## src/design/driver_pkg.sv

```systemverilog
package driver_pkg;

	// ------------------------------------------------------------
	// sizes
	// ------------------------------------------------------------
	localparam int STAGES = 10;
	localparam int SYNC_DEPTH = 3;
	localparam int BUF_DEPTH = 2;
	localparam int BUF_WIDTH = 1;

	// ------------------------------------------------------------
	// reset values
	// ------------------------------------------------------------
	localparam logic [STAGES-1:0] SHIFT_RESET = 10'h000;
	localparam logic [STAGES-1:0] LATCH_RESET = 10'h000;
	localparam logic [SYNC_DEPTH-1:0] SYNC_RESET = 3'h0;
	// blanked in reset, but the zeroed sync flops clear it on the first clock after: outputs stay off through reset
	localparam logic BLANK_RESET = 1'h1;
	localparam logic LEVEL_RESET = 1'h0;

	// ------------------------------------------------------------
	// carriers
	// ------------------------------------------------------------
	typedef struct packed {
		logic source;
		logic sink;
	} drive_t;

	typedef struct packed {
		logic data;
		logic shiftClk;
		logic latchLoad;
		logic blank;
	} pins_t;

endpackage

```

## src/design/latched_output_driver.sv

```systemverilog
`timescale 1ns/100ps
`default_nettype none

module latched_output_driver #(
	parameter int STAGES = driver_pkg::STAGES
) (
	input wire logic clock,
	input wire logic nrst,
	input wire driver_pkg::pins_t pins,
	input wire logic holdShift,
	output logic bitReady,
	output logic bitDropped,
	output logic serialOut,
	output driver_pkg::drive_t [STAGES-1:0] drive
);

	// ------------------------------------------------------------
	// state
	// ------------------------------------------------------------
	localparam int SD = driver_pkg::SYNC_DEPTH;

	typedef driver_pkg::drive_t [STAGES-1:0] driveVec_t;

	typedef struct packed {
		logic [SD-1:0] dataSync;
		logic [SD-1:0] clkSync;
		logic [SD-1:0] loadSync;
		logic [SD-1:0] blankSync;
		logic dataLevel;
		logic clkLevel;
		logic loadLevel;
		logic blankLevel;
		logic [STAGES-1:0] shift;
		logic [STAGES-1:0] latch;
		driveVec_t drv;
		logic serOut;
		logic dropped;
	} state_t;

	state_t s_q;
	state_t s_d;

	// ------------------------------------------------------------
	// helpers
	// ------------------------------------------------------------
	// first flop only feeds the second; decisions look at second and third
	function automatic logic [SD-1:0] syncStep(input logic [SD-1:0] s, input logic pin);
		return {s[SD-2:0], pin};
	endfunction

	// a level changes only once two late stages agree, filtering one-cycle glitches
	function automatic logic settle(input logic [SD-1:0] s, input logic old);
		return (s[SD-1] == s[SD-2]) ? s[SD-1] : old;
	endfunction

	function automatic driveVec_t outputs(input logic [STAGES-1:0] l, input logic blank);
		driveVec_t v;
		for (int i = 0; i < STAGES; i++) begin
			v[i].source = l[i] && !blank;
			v[i].sink = blank || !l[i];
		end
		return v;
	endfunction

	// ------------------------------------------------------------
	// bit buffer between pin sampling and the shift chain
	// ------------------------------------------------------------
	logic clockRise;
	logic bufInReady;
	logic bufOutValid;
	logic bufOutData;
	logic takeBit;

	two_entry_buffer #(
		.WIDTH(driver_pkg::BUF_WIDTH),
		.DEPTH(driver_pkg::BUF_DEPTH)
	) bitBuffer (
		.clock(clock),
		.nrst(nrst),
		.inValid(clockRise),
		.inData(s_d.dataLevel),
		.inReady(bufInReady),
		.outValid(bufOutValid),
		.outData(bufOutData),
		.outReady(!holdShift)
	);

	// ------------------------------------------------------------
	// next state
	// ------------------------------------------------------------
	always_comb begin
		s_d = s_q;
		s_d.dataSync = syncStep(s_q.dataSync, pins.data);
		s_d.clkSync = syncStep(s_q.clkSync, pins.shiftClk);
		s_d.loadSync = syncStep(s_q.loadSync, pins.latchLoad);
		s_d.blankSync = syncStep(s_q.blankSync, pins.blank);
		s_d.dataLevel = settle(s_q.dataSync, s_q.dataLevel);
		s_d.clkLevel = settle(s_q.clkSync, s_q.clkLevel);
		s_d.loadLevel = settle(s_q.loadSync, s_q.loadLevel);
		s_d.blankLevel = settle(s_q.blankSync, s_q.blankLevel);

		// data settles alongside the clock, so setup at the pin carries through
		clockRise = s_d.clkLevel && !s_q.clkLevel;
		s_d.dropped = clockRise && !bufInReady;

		takeBit = bufOutValid && !holdShift;
		if (takeBit) begin
			s_d.shift = {s_q.shift[STAGES-2:0], bufOutData};
		end

		// transparent while load is high, frozen otherwise; blanking is not a term here
		if (s_q.loadLevel) begin
			s_d.latch = s_d.shift;
		end else begin
			s_d.latch = s_q.latch;
		end

		s_d.serOut = s_d.shift[STAGES-1];
		s_d.drv = outputs(s_d.latch, s_d.blankLevel);
	end

	// ------------------------------------------------------------
	// registers
	// ------------------------------------------------------------
	always_ff @(posedge clock or negedge nrst) begin
		if (!nrst) begin
			s_q.dataSync <= driver_pkg::SYNC_RESET;
			s_q.clkSync <= driver_pkg::SYNC_RESET;
			s_q.loadSync <= driver_pkg::SYNC_RESET;
			s_q.blankSync <= driver_pkg::SYNC_RESET;
			s_q.dataLevel <= driver_pkg::LEVEL_RESET;
			s_q.clkLevel <= driver_pkg::LEVEL_RESET;
			s_q.loadLevel <= driver_pkg::LEVEL_RESET;
			s_q.blankLevel <= driver_pkg::BLANK_RESET;
			s_q.shift <= driver_pkg::SHIFT_RESET;
			s_q.latch <= driver_pkg::LATCH_RESET;
			s_q.drv <= {STAGES{2'h1}};
			s_q.serOut <= 1'h0;
			s_q.dropped <= 1'h0;
		end else begin
			s_q <= s_d;
		end
	end

	// ------------------------------------------------------------
	// outputs
	// ------------------------------------------------------------
	assign bitReady = bufInReady;
	assign bitDropped = s_q.dropped;
	assign serialOut = s_q.serOut;
	assign drive = s_q.drv;

endmodule

`default_nettype wire

```

## src/design/two_entry_buffer.sv

```systemverilog
`timescale 1ns/100ps
`default_nettype none

module two_entry_buffer #(
	parameter int WIDTH = driver_pkg::BUF_WIDTH,
	parameter int DEPTH = driver_pkg::BUF_DEPTH
) (
	input wire logic clock,
	input wire logic nrst,
	input wire logic inValid,
	input wire logic [WIDTH-1:0] inData,
	output logic inReady,
	output logic outValid,
	output logic [WIDTH-1:0] outData,
	input wire logic outReady
);

	localparam int CW = $clog2(DEPTH + 1);
	localparam int PW = (DEPTH > 1) ? $clog2(DEPTH) : 1;
	localparam logic [CW-1:0] FULL = CW'(DEPTH);

	typedef struct packed {
		logic [DEPTH-1:0][WIDTH-1:0] mem;
		logic [CW-1:0] count;
		logic [PW-1:0] rd;
		logic ready;
	} bufState_t;

	bufState_t s_q;
	bufState_t s_d;

	function automatic logic [PW-1:0] wrap(input int idx);
		return PW'(idx % DEPTH);
	endfunction

	logic push;
	logic pop;

	always_comb begin
		s_d = s_q;
		pop = (s_q.count != '0) && outReady;
		push = inValid && s_q.ready;
		if (push) begin
			s_d.mem[wrap(int'(s_q.rd) + int'(s_q.count))] = inData;
		end
		if (pop) begin
			s_d.rd = wrap(int'(s_q.rd) + 1);
		end
		case ({push, pop})
			2'b10: s_d.count = s_q.count + CW'(1);
			2'b01: s_d.count = s_q.count - CW'(1);
			default: s_d.count = s_q.count;
		endcase
		// ready is registered so a full buffer refuses in the same cycle it fills
		s_d.ready = (s_d.count != FULL);
	end

	always_ff @(posedge clock or negedge nrst) begin
		if (!nrst) begin
			s_q <= '{mem: '0, count: '0, rd: '0, ready: 1'b1};
		end else begin
			s_q <= s_d;
		end
	end

	assign inReady = s_q.ready;
	assign outValid = (s_q.count != '0);
	assign outData = s_q.mem[s_q.rd];

endmodule

`default_nettype wire

```

## config.mk

```make
export PLATFORM = sky130hd
export DESIGN_NAME = latched_output_driver
export DESIGN_NICKNAME = d
export VERILOG_FILES = /design/src/design/driver_pkg.sv /design/src/design/latched_output_driver.sv /design/src/design/two_entry_buffer.sv
export SDC_FILE = /design/constraint.sdc
export NUM_CORES = 1
export LEC_CHECK = 0
export BUFFER_PORTS_ARGS = -buffer_cell sky130_fd_sc_hd__buf_4
export CORE_ASPECT_RATIO = 0.9
export CORE_MARGIN = 2
export CORE_UTILIZATION = 56
export DETAILED_ROUTE_END_ITERATION = 12
export PLACE_DENSITY = 0.85
export SYNTH_ARGS = -nofsm -noshare
export SYNTH_HDL_FRONTEND = slang
export SYNTH_SLANG_ARGS = --single-unit
```

## constraint.sdc

```tcl
create_clock -name clock -period 2.4 [get_ports clock]
set_input_delay 0.48 -clock clock [delete_from_list [all_inputs] [get_ports clock]]
set_output_delay 0.48 -clock clock [all_outputs]
set_load 0.05 [all_outputs]
```

# Yosys cells after proc, flatten, opt, wreduce, memory -nomap -nowiden

Index checks and enable logic that the tools add are counted.

Flip-flop bits (word level): 64
Latch bits: 0
Memory bits (writable): 0
ROM bits: 0
Bits of input ports: 7
Output and inout port bits: 23
Logic and storage cells: 102
Memories: 0

Add/sub/neg operators: 4
$mul: 0
Divide/modulo/power cells: 0
Order comparisons: 3
Equal/unequal tests: 7
Shift-type cells: 0
Multiplexer cells: 11
Bitwise operators: 0
Reductions and logical operators: 40

Operators with widths:

| operator            | count |
|---|---|
| $mux 10             | 2 |
| $logic_and 1x1->1   | 15 |
| $logic_not 1->1     | 14 |
| $logic_or 1x1->1    | 10 |
| $mux 1              | 6 |
| $eq 1x1->1          | 4 |
| $lt 1x2->1 const B  | 2 |
| $pmux 2 s2          | 1 |
| $add 2x1->2 const B | 1 |
| $bwmux 2            | 1 |
| $eq 2x1->1 const B  | 1 |
| $eq 2x2->1 const B  | 1 |
| $ne 2x2->1 const B  | 1 |
| $reduce_bool 2->1   | 1 |
| $sub 2x1->2 const B | 1 |
| $add 1x1->1         | 1 |
| $add 1x1->1 const B | 1 |
| $demux 1 s1         | 1 |
| $ge 1x1->1 const B  | 1 |

# Logic depth before layout (Yosys ltp)

Depth after elaboration: 7
Mapped depth: 7
Gate-level depth less buffers: 6

# Modules after synthesis

From an unflattened synthesis, not the netlist that was laid out.

Cell total of the unflattened synthesis: 202
Area, all modules: 2608.8 um2

Modules (own cells, without submodules):

| module                | times used | cells an instance | area each (um2) | sequential area each (um2) |
|---|---|---|---|---|
| latched_output_driver | 1          | 175               | 2283.4          | 1440.1 |
| two_entry_buffer      | 1          | 27                | 325.3           | 151.4 |

# Worst setup path after synthesis

No wires, ideal clock.

Path kind: flip-flop to flip-flop
Start point: register bitBuffer.s_q, in the netlist bitBuffer.inReady
End point: register bitBuffer.s_q[3] in the netlist's numbering
Setup time: 0.127 ns
Data arrival time: 1.670 ns
Data required time: 2.273 ns
Path slack: 0.603 ns
Stages on the path, launching flop included: 5
Path buffers: 0
Period minus slack after synthesis: 1.797 ns
Path through: dfstp_2 -> nand4b_1 -> ha_1 -> o21a_1 -> or2_2

RTL lines:

| element                | RTL line               | source |
|---|---|---|
| start, declared        | two_entry_buffer.sv:29 | `bufState_t s_q;` |
| start signal, assigned | two_entry_buffer.sv:60 | `s_q <= '{mem: '0, count: '0, rd: '0, ready: 1'b1};` |

==> impl_metrics.py <==
metrics = {
    "global_route": {
        "grt_max_degree": 64,
        "overflow": 0,
        "antenna_found_initial": 0,
        "grt_pass1_vias": 1220,
        "grt_usage_pct": 16.9,
        "grt_pass1_wl_um": 5750,
    },
    "sta": {
        "rsz0062_at_grt": "no",
        "fmax_mhz": 484,
        "slew_viol_final": 0,
        "clock_skew_ns": 0.00862,
        "setup_viol_count_final": 0,
        "fin_crit_sh_pct": 86.1,
        "setup_ws_ns": 0.332,
        "max_slew_margin_pct": 50.9,
        "hold_violations": 0,
        "period_minus_slack_ns": 2.07,
        "tns_ns": 0,
        "worst_slew_pin_slew_ns": 0.736,
    },
    "clock_network": {
        "postCtsHoldBufs": 0,
        "cts_tree": "done",
        "h-tree-depth": 3,
        "postCtsSetupRepairBufs": 0,
        "post_cts_resized": 0,
        "cts_buffers": 9,
        "clock_path_buffers": 2,
        "clk_pin_slew_worst_paths_ns": 0.06,
        "cts.sink_count": 63,
        "clkLatencyLatePin_ns": 0.33,
        "root_buffer": "clkbuf_8",
    },
    "worst_setup_path": {
        "cp_data_arrival_time_ns": 2.28,
        "crit_path_start_kind": "register",
        "required_ns": 2.61,
        "end_kind": "register",
        "r2r_slack_ns": 0.33,
        "path_max_fanout": 8,
        "reg2reg_depth": 5,
        "r2r_start": "bitBuffer.s_q[2]",
        "r2r-end": "bitBuffer.s_q[3]",
        "worstSetupPathType": "reg -> reg",
    },
    "cells_and_area": {
        "antennaDiodeCount": 0,
        "nets": 196,
        "multi_input_area_um2": 551,
        "area_delta_synth_final_pct": 13.1,
        "final_common_cell": "dfrtp_1",
        "ff_latch_area_mm2": 0.00159,
        "final_cell_mix": "dfrtp_1, buf_4, dfstp_2, clkbuf_8",
        "fill_cells": 281,
        "drive_gt1_share_pct": 32.6,
        "fin_cells": 241,
    },
    "synthesis": {
        "synth_edf_count": 0,
        "synth_cell_types": 30,
        "seq_area_frac_synth_pct": 67.0,
        "postSynthAreaPerCell_um2": 13.7,
        "syn_inst": 174,
        "syn-num-nets": 182,
        "synth-seq-cells": 63,
        "synth_warnings": 0,
        "synthFlopType": "dfrtp_1",
        "synth-async-reset-ratio_pct": 100,
        "syn-cell-area_mm2": 0.00238,
    },
    "detailed_routing": {
        "drtIter0Drc": 77,
        "ant_nets": 0,
        "drtPass1Iterations": 4,
        "post_drt_wl_per_cell_um": 14.4,
        "drc_errors": 0,
        "viasPerCell": 5.20,
        "finalWirelength_um": 3470,
        "vias": 1253,
    },
    "placed_design": {
        "io_buffers": 29,
        "gp_congestion": 0.826,
        "post-place-ws_ns": 0.330,
        "place_hpwl_um": 2230,
        "dp_cells": 225,
    },
    "die": {
        "coreArea_mm2": 0.00407,
        "die_x_um": 72.7,
        "die_area_mm2": 0.00478,
        "io_pins": 30,
        "die_h_um": 65.8,
        "rows": 22,
        "initial_core_util_pct": 58.3,
    },
    "power": {
        "ir_drop_uv": 657,
        "p_leak_uw": 0.00128,
        "power.density_mw_per_mm2": 1360,
    },
    "flow_run": {
        "max_cap_violations": 0,
    },
    "hold_path": {
        "holdCritPathClass": "in -> async",
    },
    "run_status": {
        "outcome": "completed",
    },
}
## routing by layer
layer | global-route usage [%] | routed length [µm] | vias up
li1 | - | - | 598
met1 | 21.1 | 1540 | 626
met2 | 25.1 | 1730 | 25
met3 | 5.95 | 146 | 4
met4 | 11.1 | 48 | 0
met5 | 0 | 0 | -
## stage by stage
step / hold slack [ns] / area (µm²) / util [%] / power, µW
3_3_place_gp: 0.333 / 2480 / 60.8 / 2690
3_5_place_dp: 0.339 / 2480 / 60.8 / 2750
5_1_grt: 0.231 / 2690 / 65.9 / 3860
4_1_cts: 0.231 / 2690 / 65.9 / 3690
6_report: 0.215 / 2690 / 65.9 / 3660
2_1_floorplan: 0.184 / 2380 / - / 2550
## power breakdown
part           internal, µW  total, µW  switching (µW)
clock network           562        932             370
logic                   408       1170             759
registers              1400       1560             162
total                  2370       3660            1290
## critical path, cell delays in order (launching register included)
cell,delay [ns]
dfrtp_1,0.44
o21bai_2,0.58
inv_12,0.07
ha_1,0.36
o21a_1,0.21
or2_2,0.28
## layout make-up
type,instances,share of cell area [%]
timing repair buffer,30,8.38
multi-input combinational,74,20.5
inverter,10,1.86
clock inverter,3,1.49
sequential,63,59.2
clock buffer,13,6.29
tap,48,2.24
## sequential cells by signal (all words and copies together), names as in the netlist
name,flops
serialOut,1
drive,20
s_q,27
bitDropped,1
bitBuffer.inReady,1
bitBuffer.s_q,5
s_d,8
## cell usage after synthesis, types with 2 or more instances
library cell	number	area, µm²
nor2_1	10	37.5
dfrtp_1	51	1280
dfstp_2	12	315
inv_1	9	33.8
nor2b_1	2	12.5
xnor2_1	4	35.0
nand2_1	2	7.51
a21oi_1	10	50.1
mux2_2	2	22.5
a211oi_1	9	67.6
buf_4	20	150
mux2i_1	9	90.1
clkbuf_1	6	22.5
a211o_1	9	78.8
maj3_1	4	40.0
## cells by family (layout without fill, tap and decap cells)
group / after synthesis / count (layout) / synth area share (%)
xor gates and xnor gates: 4 / 4 / 1.47
adders and majority gates: 5 / 5 / 2.21
DFF: 63 / 63 / 67.0
AOI/OAI and AO/OA: 34 / 34 / 10.2
and+or+nand+nor: 19 / 19 / 4.00
buffers and inverters: 37 / 56 / 9.85
muxes: 12 / 12 / 5.32
## how the worst max path moves through the flow
stage | from | end | slack (ns) | cells past startpoint
detailed placement | bitBuffer.s_q[2] | bitBuffer.s_q[3] | 0.33 | 5
CTS | bitBuffer.s_q[2] | bitBuffer.s_q[3] | 0.33 | 5
finish | bitBuffer.s_q[2] | bitBuffer.s_q[3] | 0.33 | 5
global placement | bitBuffer.s_q[2] | bitBuffer.s_q[3] | 0.40 | 5
floorplan | bitBuffer.inReady | bitBuffer.s_q[3] | 0.60 | 4
global route | bitBuffer.s_q[2] | bitBuffer.s_q[3] | 0.24 | 6
Note: power is estimated with default switching activity, not from simulation.
